$ cat config.mk
export PLATFORM = sky130hd
export DESIGN_NAME = cic_irq_control_unit
export DESIGN_NICKNAME = d
export VERILOG_FILES = /design/src/cic_irq_control_unit.v /design/src/cic_pic_core.v
export VERILOG_INCLUDE_DIRS = /design/src
export SDC_FILE = /design/constraint.sdc
export NUM_CORES = 1
export LEC_CHECK = 0
export BUFFER_PORTS_ARGS = -buffer_cell sky130_fd_sc_hd__clkbuf_2
export CAP_MARGIN = 30
export CORE_MARGIN = 2
export CORE_UTILIZATION = 53
export DETAILED_ROUTE_END_ITERATION = 7
export GPL_ROUTABILITY_DRIVEN = 0
export PLACE_DENSITY = 0.89
export RECOVER_POWER = 25
export SYNTH_ARGS = -nofsm -noshare
export SYNTH_HDL_FRONTEND = slang
export SYNTH_HIERARCHICAL = 1
export SYNTH_SLANG_ARGS = --single-unit
$ cat constraint.sdc
create_clock -name clk_i -period 3.3 [get_ports clk_i]
set_input_delay 0.165 -clock clk_i [delete_from_list [all_inputs] [get_ports clk_i]]
set_output_delay 0.165 -clock clk_i [all_outputs]
set_load 0.01 [all_outputs]
$ cat src/cic_defines.vh
// Constants for the cascaded interrupt controller: slot map and reset values.
//
// Contract
// RL1: The unit is two controller cores, a master and a slave, and the slave's request drives one master input.
// RL2: The unit takes eight external request inputs and eight internal peripheral request signals; the code ignores external input 7.
// RL3: Every request input owns a pending bit that is set whenever that request is asserted.
// RL4: Each core is set to recognise its requests either as a high level or as a rising edge.
// RL5: A priority resolver picks the highest-priority pending request under the programmed order and drives one request to the core.
// RL6: Out of reset the order puts master input 0 first and master input 7 last.
// RL7: Software can move the priority order away from that default by programming the cores.
// RL8: Up to four outside slave controllers can hang off the master through the four low-numbered external request pins.
// RL9: With outside slaves fitted, outside logic builds the acknowledge strobe from address strobe, data/code, write/read and memory/IO.
// RL10: An acknowledge clears the winning edge-mode pending bit and puts the winner's vector on the data bus.
`ifndef CIC_DEFINES_VH
`define CIC_DEFINES_VH

// ==========================================================================
// Slot map
`define CIC_SLAVE_SLOT 3'h7
`define CIC_SPURIOUS_IDX 3'h7
`define CIC_NUM_CASCADE 4

// ==========================================================================
// Reset values
`define CIC_PRIO_BASE_RST 3'h0
`define CIC_VECTOR_RST 8'h00
`define CIC_PEND_RST 8'h00

`endif

$ cat src/cic_irq_control_unit.v
// Top of the interrupt control unit: master and slave cores, acknowledge cycle, vector and cascade outputs.
`timescale 1ns/1ps
`include "cic_defines.vh"

module cic_irq_control_unit (
   // Clock and reset
   input wire clk_i,
   input wire rst_n_i,
   // Request sources
   input wire [7:0] external_request_inputs_i,
   input wire [7:0] internal_request_i,
   // Programming of the two cores
   input wire master_edge_mode_i,
   input wire slave_edge_mode_i,
   input wire [2:0] master_prio_base_i,
   input wire [2:0] slave_prio_base_i,
   input wire [4:0] master_vector_base_i,
   input wire [4:0] slave_vector_base_i,
   input wire [3:0] cascade_enable_i,
   // Processor side
   input wire irq_acknowledge_n_i,
   output wire irq_o,
   output wire [7:0] data_o,
   output wire data_oe_n_o,
   // Outside slave selection
   output wire cascade_active_o,
   output wire [1:0] cascade_select_o
);

   // ==========================================================================
   // Declarations
   wire [7:0] m_req;
   wire [7:0] m_pend;
   wire [7:0] s_pend;
   wire m_any;
   wire s_any;
   wire [2:0] m_win;
   wire [2:0] s_win;
   wire [7:0] m_force;
   wire ack_fall;
   wire win_is_slave;
   wire win_is_cascade;
   reg ack_prev_reg;
   reg irq_reg;
   reg [7:0] data_reg;
   reg [7:0] data_next;
   reg data_oe_n_reg;
   reg casc_act_reg;
   reg casc_act_next;
   reg [1:0] casc_sel_reg;
   reg [1:0] casc_sel_next;
   reg m_clear;
   reg s_clear;

   // Vector is the programmed base with the slot number below it
   function [7:0] cic_vector;
      input [4:0] base;
      input [2:0] idx;
      begin
         cic_vector = {base, idx};
      end
   endfunction

   // ==========================================================================
   // Master input map
   // The internal slave sits on the last master slot so all four cascade pins stay free
   assign m_req = {s_any, external_request_inputs_i[6:0]}; // see RL1
   // Slave slot follows the slave's level; an edge latch there would strand requests
   assign m_force = 8'h80;

   // ==========================================================================
   // Cores
   cic_pic_core u_master (
      .clk_i(clk_i),
      .rst_n_i(rst_n_i),
      .req_i(m_req), // see RL2
      .edge_mode_i(master_edge_mode_i),
      .force_level_i(m_force),
      .prio_base_i(master_prio_base_i), // see RL6
      .ack_clear_i(m_clear),
      .ack_idx_i(m_win),
      .pending_o(m_pend),
      .any_o(m_any),
      .win_o(m_win)
   );

   cic_pic_core u_slave (
      .clk_i(clk_i),
      .rst_n_i(rst_n_i),
      .req_i(internal_request_i), // see RL2
      .edge_mode_i(slave_edge_mode_i),
      .force_level_i(8'h00),
      .prio_base_i(slave_prio_base_i),
      .ack_clear_i(s_clear),
      .ack_idx_i(s_win),
      .pending_o(s_pend),
      .any_o(s_any),
      .win_o(s_win)
   );

   // ==========================================================================
   // Acknowledge detection
   // The strobe is decoded outside from the bus status; only its falling edge counts
   assign ack_fall = ack_prev_reg & ~irq_acknowledge_n_i; // see RL9
   assign win_is_slave = m_any && (m_win == `CIC_SLAVE_SLOT);
   assign win_is_cascade = m_any && !win_is_slave && (m_win[2] == 1'h0) && cascade_enable_i[m_win[1:0]];

   // ==========================================================================
   // Acknowledge decision
   // Cascaded winners leave the data bus to the outside slave
   always @* begin
      m_clear = 1'h0;
      s_clear = 1'h0;
      data_next = data_reg;
      casc_act_next = 1'h0;
      casc_sel_next = casc_sel_reg;
      if (ack_fall) begin
         if (!m_any) begin
            data_next = cic_vector(master_vector_base_i, `CIC_SPURIOUS_IDX); // Nothing pending
         end else if (win_is_slave) begin
            s_clear = 1'h1; // see RL10
            data_next = cic_vector(slave_vector_base_i, s_win); // see RL10
         end else if (win_is_cascade) begin
            m_clear = 1'h1;
            casc_act_next = 1'h1; // see RL8
            casc_sel_next = m_win[1:0]; // see RL8
         end else begin
            m_clear = 1'h1; // see RL10
            data_next = cic_vector(master_vector_base_i, m_win); // see RL10
         end
      end
   end

   // ==========================================================================
   // Output flops
   always @(posedge clk_i or negedge rst_n_i) begin
      if (!rst_n_i) begin
         ack_prev_reg <= 1'h1;
         irq_reg <= 1'h0;
         data_reg <= `CIC_VECTOR_RST;
         data_oe_n_reg <= 1'h1;
         casc_act_reg <= 1'h0;
         casc_sel_reg <= 2'h0;
      end else begin
         ack_prev_reg <= irq_acknowledge_n_i;
         irq_reg <= m_any; // see RL5
         data_reg <= data_next;
         data_oe_n_reg <= ~(ack_fall & ~win_is_cascade); // Drive for one cycle only
         casc_act_reg <= casc_act_next;
         casc_sel_reg <= casc_sel_next;
      end
   end

   assign irq_o = irq_reg;
   assign data_o = data_reg;
   assign data_oe_n_o = data_oe_n_reg;
   assign cascade_active_o = casc_act_reg;
   assign cascade_select_o = casc_sel_reg;

endmodule // cic_irq_control_unit

$ cat src/cic_pic_core.v
// One eight-input controller core: pending bits, trigger mode and rotating priority resolver.
`timescale 1ns/1ps
`include "cic_defines.vh"

module cic_pic_core (
   // Clock and reset
   input wire clk_i,
   input wire rst_n_i,
   // Requests and programming
   input wire [7:0] req_i,
   input wire edge_mode_i,
   input wire [7:0] force_level_i,
   input wire [2:0] prio_base_i,
   // Acknowledge clear
   input wire ack_clear_i,
   input wire [2:0] ack_idx_i,
   // Resolver results
   output wire [7:0] pending_o,
   output wire any_o,
   output wire [2:0] win_o
);

   reg [7:0] pend_reg;
   reg [7:0] pend_next;
   reg [7:0] req_prev_reg;
   wire [7:0] rise;
   integer k;

   // ==========================================================================
   // Resolver
   // Walk from the base slot upward with wrap; first pending slot wins
   function [2:0] cic_resolve;
      input [7:0] pend;
      input [2:0] base;
      integer j;
      reg found;
      reg [2:0] slot;
      begin
         cic_resolve = base;
         found = 1'h0;
         slot = base;
         for (j = 0; j < 8; j = j + 1) begin
            slot = base + j[2:0];
            if (!found && pend[slot]) begin
               cic_resolve = slot;
               found = 1'h1;
            end
         end
      end
   endfunction

   assign rise = req_i & ~req_prev_reg;

   // ==========================================================================
   // Pending bits
   // A new edge in the clearing cycle survives, so no event is dropped
   always @* begin
      pend_next = pend_reg;
      for (k = 0; k < 8; k = k + 1) begin
         if (!edge_mode_i || force_level_i[k]) begin
            pend_next[k] = req_i[k]; // see RL4
         end else begin
            if (ack_clear_i && ack_idx_i == k[2:0]) begin
               pend_next[k] = 1'h0; // see RL10
            end
            if (rise[k]) begin
               pend_next[k] = 1'h1; // see RL3
            end
         end
      end
   end

   always @(posedge clk_i or negedge rst_n_i) begin
      if (!rst_n_i) begin
         pend_reg <= `CIC_PEND_RST;
         req_prev_reg <= 8'h00;
      end else begin
         pend_reg <= pend_next;
         req_prev_reg <= req_i;
      end
   end

   assign pending_o = pend_reg;
   assign any_o = |pend_reg; // see RL5
   assign win_o = cic_resolve(pend_reg, prio_base_i); // see RL7

endmodule // cic_pic_core

==> summary.md, run 1 <==
| Metric | Value |
|---|---|
| Worst Path Buf+Inv | 3 |
| Detailed-route wire length | 13,800 um |
| Number of synthesis warnings | 6 |
| Largest net degree at the start of global routing | 27 |
| Cell with the most instances after synthesis | sky130_fd_sc_hd__dfrtp_1 |
| Top post-synthesis cells by count | 44 x sky130_fd_sc_hd__dfrtp_1, 36 x sky130_fd_sc_hd__nand2_1, 27 x sky130_fd_sc_hd__nor2b_1 |
| Place WS | -200 ps |
| Class of the tightest hold or removal check | in -> reg |
| Post-route DRC violation count | 0 |
| Maximum clock frequency | 0.294 GHz |
| Tightest hold margin | 223 ps |
| Part of the Yosys area used for sequential elements | 30.2% |
| FFs w/ async S/R, synth | 100% |
| Worst path slowest cell | sky130_fd_sc_hd__dfrtp_2 |
| Site row count | 30 |
| Total via count in the routed design | 3,964 |
| Number of global-route vias before repair | 3,721 |
| LEAKAGE | 0.00214 uW |
| Number of antenna violations at the first check in global routing | 1 |
| Worst-skew pair later-pin latency | 320 ps |
| Synthesis-to-layout area growth | 35.5% |
| Setup slack of the critical path after layout | -105 ps |
| Initial drt markers | 477 |
| Combined flip-flop and latch cell area | 1160 um^2 |
| Clock tree skew after final layout | 12.1 ps |
| Highest cell delay on the worst timing path | 480 ps |
| Power per cell area | 468 nW/um^2 |
| Initial standard-cell utilization of the core | 55.6% |
| Setup repair after global routing missed its margin | true |
| Synth Area per Inst | 10.9 um^2 |
| Cell seen most often among critical-path stages | sky130_fd_sc_hd__buf_4 |
| CTS max path bufs | 2 |
| Required @ worst endpoint | 3480 ps |
| Failing checks | setup timing |
| Number of buffers added on ports | 52 |
| Num ports | 54 |
| Average via count per standard cell | 6.70 |
| Multi-input combinational cell area | 2740 um^2 |
| Family with the most delay on the worst path | compound AO/OA/AOI/OAI gates |
| First-pass detailed-route iteration total | 5 |
| Biggest area consumer among synthesized cells | sky130_fd_sc_hd__dfrtp_1 |
| Final number of hold-violating endpoints | 0 |
| Data arrival, critical path | 3590 ps |
| Outcome | finished, violations left |
| Endpoint type of the worst setup path | register |
| Overall die height | 88.9 um |
| Total congestion overflow after global routing | 0 |
| CTS H-tree lvls | 2 |
| TritonCTS Buffers | 5 |
| FILL cells | 400 |
| Total GRT Usage | 30.6% |
| CTS Root Buffer Type | sky130_fd_sc_hd__clkbuf_8 |
| Post-layout minimum cycle time | 3410 ps |
| First-pass GRT wire length | 18,200 um |
| Net count, final | 539 |
| CP cell instances | buf_4 > mux4_2 > mux2i_2 > a22o_2 > buf_4 > a21oi_1 > a211oi_2 > o22ai_4 > buf_4 > or2_2 > o22a_2 > nor3b_2 > a311oi_2 |
| Slew margin rel. | 13.8% |
| Clock edge transition at the registers on the reported setup and hold paths | 100 ps |
| Primary flip-flop cell chosen by synthesis mapping | sky130_fd_sc_hd__dfrtp_1 |
| Mapped Cells | 351 |
| Final Max Slew Viols | 0 |
| Peak ir drop on the vdd network | 0.474 mV |
| Number of violations of the max-capacitance limit | 0 |
| CORE AREA | 6870 um^2 |
| Top cell type's share of synthesized area | 28.8% |
| Crit path kind | reg -> reg |
| Routed length per instance | 23.4 um |
| Width of the chip | 88.9 um |
| Cell types occupying the most area after synthesis | sky130_fd_sc_hd__dfrtp_1 29%, sky130_fd_sc_hd__mux4_2 11%, sky130_fd_sc_hd__mux4_1 6.9% |
| Final number of setup-violating endpoints | 17 |
| Type of element launching the critical path | register |
| Total number of clock tree sinks | 46 |
| Mapped cell area | 3820 um^2 |
| Final worst path period share | 103% |
| Number of register bits inferred by synthesis | 46 |
| Slew at the pin with the worst max-slew slack | 1290 ps |
| Maximum fanout along the worst path | 7 |
| ANT nets after route | 0 |
| Ratio of cells with drive above 1 in the final layout | 42.0% |
| Half-perimeter wire length after placement | 7390 um |
| Area of the die | 7900 um^2 |
| Number of distinct library cell variants in the gate-level netlist after synthesis | 52 |
| Number of enable flip-flop cells after synthesis | 0 |
| Total power | 2420 uW |
| Clock tree from TritonCTS | done |
==> power by group <==
group	switching (uW)	internal [uW]
registers	95.5	651
clock network	230	231
logic	613	602
total	938	1480
==> layout by cell type, fill, tap and decap left out, types with 5 or more instances in the layout <==
| master | Yosys | final |
|---|---|---|
| sky130_fd_sc_hd__a21oi_1 | 13 | 10 |
| sky130_fd_sc_hd__a32o_1 | 18 | 17 |
| sky130_fd_sc_hd__buf_4 | 0 | 54 |
| sky130_fd_sc_hd__buf_6 | 7 | 9 |
| sky130_fd_sc_hd__clkbuf_1 | 0 | 17 |
| sky130_fd_sc_hd__clkbuf_2 | 0 | 35 |
| sky130_fd_sc_hd__clkbuf_8 | 2 | 5 |
| sky130_fd_sc_hd__conb_1 | 2 | 16 |
| sky130_fd_sc_hd__dfrtp_1 | 44 | 36 |
| sky130_fd_sc_hd__dfrtp_2 | 0 | 8 |
| sky130_fd_sc_hd__dlygate4sd3_1 | 0 | 17 |
| sky130_fd_sc_hd__inv_1 | 15 | 13 |
| sky130_fd_sc_hd__mux2_2 | 18 | 11 |
| sky130_fd_sc_hd__mux2_4 | 2 | 9 |
| sky130_fd_sc_hd__mux2i_1 | 15 | 10 |
| sky130_fd_sc_hd__mux2i_2 | 3 | 6 |
| sky130_fd_sc_hd__mux4_1 | 10 | 8 |
| sky130_fd_sc_hd__mux4_2 | 18 | 20 |
| sky130_fd_sc_hd__nand2_1 | 36 | 36 |
| sky130_fd_sc_hd__nand2b_1 | 7 | 7 |
| sky130_fd_sc_hd__nand3_1 | 9 | 7 |
| sky130_fd_sc_hd__nor2_1 | 14 | 12 |
| sky130_fd_sc_hd__nor2b_1 | 27 | 22 |
| sky130_fd_sc_hd__o21ai_0 | 10 | 7 |
| sky130_fd_sc_hd__o21ai_1 | 4 | 6 |
| sky130_fd_sc_hd__xnor2_1 | 6 | 5 |
==> per-layer routing <==
metal,GRT usage [%],share of wire (%)
met1,35.7,34
met5,0,0
met4,14.3,7.0
met2,54.8,50
met3,5.26,9.4
==> metrics by stage <==
step | std cells | TNS, ps | util (%) | area [um^2]
6_report | 592 | -995 | 75.4 | 5180
5_1_grt | 592 | -2610 | 75.4 | 5180
4_1_cts | 570 | 0 | 71.5 | 4910
3_5_place_dp | 546 | -3320 | 67.2 | 4610
3_3_place_gp | 545 | -1080 | 66.8 | 4590
2_1_floorplan | 365 | -963 | - | 4010
==> path summary, 6_finish.rpt <==
path / start / endpoint / slack, ps / cells after the start
worst max-delay path: u_master/pending_o[0] / data_o[0] / -110 / 13
worst min-delay path: slave_vector_base_i[0] / data_o[3] / 220 / 3
worst max register to register: u_master/pending_o[0] / data_o[0] / -110 / 13
worst min register to register: cascade_select_o[1] / cascade_select_o[1] / 530 / 1
max in group asynchronous: rst_n_i / u_master/pending_o[7] / 1800 / 2
min in group asynchronous: rst_n_i / u_slave/pending_o[6] / 650 / 2
==> final cells by class <==
class	instances	share of cell area, %
clock inverters	3	0.942
well taps	96	2.32
diodes	1	0.0483
inverters	15	1.28
clock buffers	5	1.33
flip-flops and latches	46	22.5
repair buffers	134	18.6
multi-input cells	292	53.0
==> worst reg2reg max path, cell delays in order (launching register included) <==
cell                       delay [ps]
sky130_fd_sc_hd__dfrtp_2          480
sky130_fd_sc_hd__buf_4            180
sky130_fd_sc_hd__mux4_2           460
sky130_fd_sc_hd__mux2i_2          190
sky130_fd_sc_hd__a22o_2           230
sky130_fd_sc_hd__buf_4            120
sky130_fd_sc_hd__a21oi_1           70
sky130_fd_sc_hd__a211oi_2         310
sky130_fd_sc_hd__o22ai_4          150
sky130_fd_sc_hd__buf_4            180
sky130_fd_sc_hd__or2_2            320
sky130_fd_sc_hd__o22a_2           270
sky130_fd_sc_hd__nor3b_2          240
sky130_fd_sc_hd__a311oi_2          70
==> timing repair <==
action | CTS | global route
pin swaps | 0 | 16
setup buffers | 0 | 21
resized for setup | 6 | 50
hold endpoints to repair | 35 | 1
gates cloned | 0 | 0
hold buffers | 16 | 1
setup endpoints to repair | 15 | 26
==> logic make-up (layout without fill, tap and decap cells) <==
logic type	Yosys count	count (layout)	synth area share, %
AO/OA/AOI/OAI	74	74	15.0
flip-flops	46	46	30.2
XOR/XNOR	8	8	1.83
buffers and inverters	27	157	4.65
AND/OR/NAND/NOR	122	122	17.0
other	2	17	0.197
multiplexers	68	68	29.8
adder cells (fa/ha/maj)	4	4	1.31
Note: power is estimated with default switching activity, not from simulation.
==> run 2, diff against run 1 <==
--- a/config.mk
+++ b/config.mk
@@ -9,10 +9,10 @@
 export BUFFER_PORTS_ARGS = -buffer_cell sky130_fd_sc_hd__clkbuf_2
 export CAP_MARGIN = 30
 export CORE_MARGIN = 2
-export CORE_UTILIZATION = 53
+export CORE_UTILIZATION = 60
 export DETAILED_ROUTE_END_ITERATION = 7
 export GPL_ROUTABILITY_DRIVEN = 0
-export PLACE_DENSITY = 0.89
+export PLACE_DENSITY = 0.94
 export RECOVER_POWER = 25
 export SYNTH_ARGS = -nofsm -noshare
 export SYNTH_HDL_FRONTEND = slang
==> constraint.sdc (replaced) <==
create_clock -name clk_i -period 4.4 [get_ports clk_i]
set_input_delay 0.22 -clock clk_i [delete_from_list [all_inputs] [get_ports clk_i]]
set_output_delay 0.22 -clock clk_i [all_outputs]
set_load 0.01 [all_outputs]
==> run 2 against run 1 <==
  * Sequential cell count did not move
  * Critical path depth is 2 higher
  * Wire length shrank 37%
  * Core utilization down 6.5 points
  * Combinational power is 49% lower
  * Design area fell by 17%
  * First-iteration DRC count down 40%
  * Worst hold slack got worse by 180 ps
  * Die area shrank 11%
  * Sequential power decreased by 27%
  * Highest routed layer unchanged
  * The flow now finishes without violations
==> summary.md, run 2 (synthesized netlist as in run 1, its figures left out) <==
| Metric | Value |
|---|---|
| Endpoint type of the worst setup path | register |
| CTS max path bufs | 2 |
| Initial standard-cell utilization of the core | 61.2% |
| Half-perimeter wire length after placement | 6670 um |
| Ratio of cells with drive above 1 in the final layout | 25.8% |
| Clock tree from TritonCTS | done |
| Number of violations of the max-capacitance limit | 0 |
| Class of the tightest hold or removal check | in -> reg |
| Clock edge transition at the registers on the reported setup and hold paths | 90 ps |
| CP cell instances | clkbuf_2 > inv_1 > ha_1 > mux4_2 > mux2i_1 > a22o_2 > and2_1 > a21oi_1 > xnor2_1 > buf_4 > nand4_1 > nor2_1 > nor2b_1 > nand3_1 > a32o_1 |
| Final number of setup-violating endpoints | 0 |
| Required @ worst endpoint | 4600 ps |
| Area of the die | 7020 um^2 |
| Family with the most delay on the worst path | simple AND/OR/NAND/NOR gates |
| Peak ir drop on the vdd network | 0.360 mV |
| Data arrival, critical path | 4110 ps |
| Post-CTS setup repair buffer count | 0 |
| R2R Path End | u_slave/pending_o[3] |
| Commonest cells after routing, fill and taps aside | 44 x sky130_fd_sc_hd__dfrtp_1, 36 x sky130_fd_sc_hd__nand2_1, 35 x sky130_fd_sc_hd__clkbuf_2, 27 x sky130_fd_sc_hd__nor2b_1 |
| Clock tree skew after final layout | 10.2 ps |
| # hold bufs at CTS | 1 |
| Maximum fanout along the worst path | 12 |
| Type of element launching the critical path | input port |
| Routed length per instance | 17.6 um |
| Worst Path Buf+Inv | 3 |
| Slew at the pin with the worst max-slew slack | 1310 ps |
| Post-CTS Resized | 0 |
| LEAKAGE | 0.00176 uW |
| Initial drt markers | 285 |
| CORE AREA | 6240 um^2 |
| Total congestion overflow after global routing | 0 |
| Stages on worst setup path | 15 |
| Final Max Slew Viols | 0 |
| Post-layout instance area | 4300 um^2 |
| Highest cell delay on the worst timing path | 610 ps |
| Synthesis-to-layout area growth | 12.5% |
| TritonCTS Buffers | 5 |
| Average via count per standard cell | 6.62 |
| Setup repair after global routing missed its margin | false |
| Total number of clock tree sinks | 46 |
| Worst path slowest cell | sky130_fd_sc_hd__ha_1 |
| Total power | 1490 uW |
| Power per cell area | 346 nW/um^2 |
| CTS Root Buffer Type | sky130_fd_sc_hd__clkbuf_8 |
| Worst-skew pair later-pin latency | 310 ps |
| Site row count | 29 |
| First-pass detailed-route iteration total | 5 |
| Post-route DRC violation count | 0 |
| Final worst path period share | 88.7% |
| Maximum clock frequency | 0.256 GHz |
| Sum of negative setup slack | 0 ps |
| Final number of hold-violating endpoints | 0 |
| First-pass GRT wire length | 14,800 um |
| Number of cell instances on the worst register-to-register path | 12 |
| CTS H-tree lvls | 2 |
| Most common cell after layout, fill and taps aside | sky130_fd_sc_hd__dfrtp_1 |
| Crit path kind | in -> reg |
| Number of global-route vias before repair | 3,258 |
| Post-layout minimum cycle time | 3900 ps |
| Total inserted antenna cells | 0 |
| Overall die height | 83.8 um |
| Number of antenna violations at the first check in global routing | 0 |
| R2r startpoint | u_master/pending_o[0] |
| Flop-to-flop setup slack | 750 ps |
| Width of the chip | 83.8 um |
| Total via count in the routed design | 3,311 |
| Number of buffers added on ports | 52 |
| Total GRT Usage | 25.5% |
| Num ports | 54 |
| Slew margin rel. | 12.5% |
| Hold path start | irq_acknowledge_n_i |
| Largest net degree at the start of global routing | 26 |
| Outcome | completed |
| Detailed-route wire length | 8780 um |
| Beginning of the critical path | master_prio_base_i[0] |
| Area of placed instances | 4200 um^2 |
| ANT nets after route | 0 |
| Critical path capture point | u_slave/pending_o[3] |
| Net count, final | 467 |
==> run 2: cell count changes in the layout (fill, tap and decap cells not counted), moves of 7 or more <==
cell                            change
sky130_fd_sc_hd__buf_4             -46
sky130_fd_sc_hd__dlygate4sd3_1     -16
sky130_fd_sc_hd__buf_6              -9
sky130_fd_sc_hd__dfrtp_1            +8
sky130_fd_sc_hd__dfrtp_2            -8
sky130_fd_sc_hd__mux2_2             +7
sky130_fd_sc_hd__mux2_4             -7
==> run 2: final cells by class <==
type	count	area (um^2)
inverter	15	56.3
multi-input combinational	292	2540
fill	424	1940
clock inverter	3	43.8
clock buffer	5	68.8
sequential	46	1150
tap	77	96.3
timing repair buffer	62	337
==> run 2: per-stage QoR <==
stage	util (%)	hold slack, ps	worst slack, ps	cells
after global placement	66.8	330	389	490
after CTS	69.2	15.5	552	500
after floorplan	-	-75.6	361	365
after detailed placement	67.2	245	246	491
final	68.8	41.9	496	500
after global routing	68.8	24.8	259	500
==> run 2: metal layers <==
metal | vias to the layer above | GRT usage [%] | routed length (um)
met5 | - | 0 | 0
met4 | 0 | 10.1 | 184
met3 | 19 | 3.86 | 528
met2 | 166 | 44.4 | 4580
met1 | 1643 | 32.0 | 3490
li1 | 1483 | - | -
==> run 2: report_power, final <==
| part | internal [uW] | switching (uW) | total [uW] | leakage (uW) |
|---|---|---|---|---|
| Combinational | 293 | 330 | 623 | 0.00117 |
| Sequential | 487 | 58.9 | 546 | 0.000530 |
| Clock | 170 | 147 | 317 | 0.0000585 |
==> run 2: worst min path at each step <==
stage,end,slack (ps),cells after the start
6_report,ack_prev_reg,40,1
5_1_grt,ack_prev_reg,20,1
4_1_cts,ack_prev_reg,20,1
3_5_place_dp,u_master/req_prev_reg[5],240,1
3_3_place_gp,ack_prev_reg,330,1
2_1_floorplan,cascade_active_o,-80,0
==> run 3, diff against run 2 <==
--- a/config.mk
+++ b/config.mk
@@ -12,6 +12,7 @@
 export CORE_UTILIZATION = 60
 export DETAILED_ROUTE_END_ITERATION = 7
 export GPL_ROUTABILITY_DRIVEN = 0
+export GPL_TIMING_DRIVEN = 0
 export PLACE_DENSITY = 0.94
 export RECOVER_POWER = 25
 export SYNTH_ARGS = -nofsm -noshare
==> run 3 against run 2 <==
  * Final cell count is 1.4% higher
  * Clock-buffer cell count up 1
  * Design area grew 2.3%
  * Combinational power grew 4.8%
  * Sequential power hardly changed
  * Critical path type unchanged
  * Critical endpoint unchanged
==> summary.md, run 3 (synthesized netlist as in run 1, its figures left out) <==
| Metric | Value |
|---|---|
| Outcome | completed |
| First-pass detailed-route iteration total | 5 |
| CTS max path bufs | 2 |
| Clock tree skew after final layout | 6.18 ps |
| Worst path slowest cell | sky130_fd_sc_hd__mux4_2 |
| Ratio of cells with drive above 1 in the final layout | 28.4% |
| Clock tree from TritonCTS | done |
| Power per cell area | 333 nW/um^2 |
| Total inserted antenna cells | 0 |
| Family with the most delay on the worst path | simple AND/OR/NAND/NOR gates |
| Min-Delay Endpoint | ack_prev_reg |
| Largest net degree at the start of global routing | 26 |
| Setup slack of the critical path after layout | 255 ps |
| Net count, final | 474 |
| Class of the tightest hold or removal check | in -> reg |
| Met1 Usage GRT | 33.9% |
| Power spent charging and discharging nets | 541 uW |
| Width of the chip | 83.8 um |
| CP cell instances | clkbuf_2 > buf_6 > inv_1 > ha_1 > buf_6 > mux4_2 > mux2i_2 > nand2_1 > nor3b_2 > a32o_1 > buf_2 > nand4_1 > nor2_2 > nor2b_1 > nand3_1 > a32o_1 |
| Place WS | -635 ps |
| CORE AREA | 6240 um^2 |
| Detailed-route wire length | 9290 um |
| Endpoint type of the worst setup path | register |
| Total GRT Usage | 27.2% |
| Slew at the pin with the worst max-slew slack | 1300 ps |
| Total via count in the routed design | 3,332 |
| Data arrival, critical path | 4340 ps |
| Worst Path Buf+Inv | 5 |
| Required @ worst endpoint | 4590 ps |
| Final Max Slew Viols | 0 |
| Maximum fanout along the worst path | 10 |
| R2R Path End | u_slave/pending_o[3] |
| Sum of negative setup slack | 0 ps |
| Number of violations of the max-capacitance limit | 0 |
| Number of global-route vias before repair | 3,382 |
| First-pass GRT wire length | 15,600 um |
| Internal Power | 921 uW |
| CTS Root Buffer Type | sky130_fd_sc_hd__clkbuf_8 |
| Total number of clock tree sinks | 46 |
| Tightest hold margin | 31.4 ps |
| Initial standard-cell utilization of the core | 61.2% |
| Crit path kind | in -> reg |
| Total power | 1460 uW |
| Post-route DRC violation count | 0 |
| Number of antenna violations at the first check in global routing | 0 |
| Flop-to-flop setup slack | 660 ps |
| Area of the die | 7020 um^2 |
| Num ports | 54 |
| Placed cells | 495 |
| Initial drt markers | 319 |
| Maximum clock frequency | 0.241 GHz |
| Routed length per instance | 18.3 um |
| Synthesis-to-layout area growth | 15.1% |
| LEAKAGE | 0.00180 uW |
| Peak ir drop on the vdd network | 0.340 mV |
| Number of buffers added on ports | 52 |
| Most common cell after layout, fill and taps aside | sky130_fd_sc_hd__dfrtp_1 |
| Average via count per standard cell | 6.57 |
| CTS H-tree lvls | 2 |
| Clock edge transition at the registers on the reported setup and hold paths | 80 ps |
| R2r startpoint | u_master/pending_o[7] |
| Hold path start | irq_acknowledge_n_i |
| Worst-skew pair later-pin latency | 300 ps |
| Stages on worst setup path | 16 |
| Slew margin rel. | 13.6% |
| Type of element launching the critical path | input port |
| GR met3 Demand/Resource | 4.25% |
| Half-perimeter wire length after placement | 6960 um |
| Site row count | 29 |
| Share of power burned in registers | 37.3% |
| Final Instance Count excl. Fillers | 507 |
| ANT nets after route | 0 |
| Total congestion overflow after global routing | 0 |
| Number of cells on the worst hold path | 1 |
| Most crowded layer after global routing | met2 |
| TritonCTS Buffers | 5 |
| Final number of setup-violating endpoints | 0 |
| Final number of hold-violating endpoints | 0 |
| Global routing met2 resource utilization | 47.9% |
| Number of cell instances on the worst register-to-register path | 12 |
| Commonest cells after routing, fill and taps aside | 44 x sky130_fd_sc_hd__dfrtp_1, 37 x sky130_fd_sc_hd__clkbuf_2, 36 x sky130_fd_sc_hd__nand2_1, 27 x sky130_fd_sc_hd__nor2b_1 |
| Power share of the clock group | 18.0% |
| Highest cell delay on the worst timing path | 570 ps |
| Overall die height | 83.8 um |
| Fraction of power spent switching nets | 37.0% |
| Final worst path period share | 94.2% |
| Post-layout minimum cycle time | 4150 ps |
| Combinational power share | 44.7% |
-- run 3: power by group through the flow --
| stage | Sequential, uW | Clock (uW) | Combinational, uW |
|---|---|---|---|
| finish | 545 | 264 | 653 |
| global route | 554 | 285 | 707 |
| detailed placement | 552 | 0 | 622 |
| CTS | 544 | 271 | 630 |
| floorplan | 557 | 0 | 435 |
| global placement | 544 | 0 | 589 |
-- run 3: timing repair --
item / CTS / global route
gates resized for setup: 1 / 4
pin swaps: 0 / 1
hold buffers: 1 / 0
endpoints found under the hold margin: 21 / 0
endpoints found under the setup margin: 4 / 12
buffers inserted: 0 / 3
-- run 3: cell type report --
| class | count | area (um^2) |
|---|---|---|
| fill | 422 | 1850 |
| multi-input combinational | 292 | 2570 |
| clock inverter | 2 | 12.5 |
| clock buffer | 6 | 82.6 |
| inverter | 15 | 56.3 |
| tap | 77 | 96.3 |
| buffer | 12 | 121 |
| timing repair buffer | 57 | 302 |
| sequential | 46 | 1150 |
-- run 3: metrics by stage --
step / area, um^2 / util, %
after floorplan: 3870 / -
after global placement: 4230 / 67.8
after detailed placement: 4260 / 68.2
after CTS: 4370 / 70.0
after global routing: 4400 / 70.4
final: 4400 / 70.4
-- run 3: worst register-to-register path, delay by kind of cell, from the launching register on --
| family | cells | cell delay [ps] |
|---|---|---|
| compound gates | 5 | 1190 |
| simple gates | 4 | 920 |
| flops | 1 | 490 |
| buf+inv | 1 | 280 |
| mux | 2 | 770 |
-- run 3: worst max-delay path by stage --
stage | start | endpoint
detailed placement | master_prio_base_i[0] | u_slave/pending_o[3]
finish | master_prio_base_i[0] | u_slave/pending_o[3]
global placement | master_prio_base_i[0] | u_slave/pending_o[3]
floorplan | master_prio_base_i[0] | u_slave/pending_o[3]
CTS | master_prio_base_i[0] | u_slave/pending_o[3]
global route | master_prio_base_i[0] | u_slave/pending_o[3]
-- run 3: routing by layer --
metal  vias to the layer above  wire, um
met3                        30       665
met5                         -         0
met2                       173      4750
met1                      1639      3620
li1                       1490         -
met4                         0       252
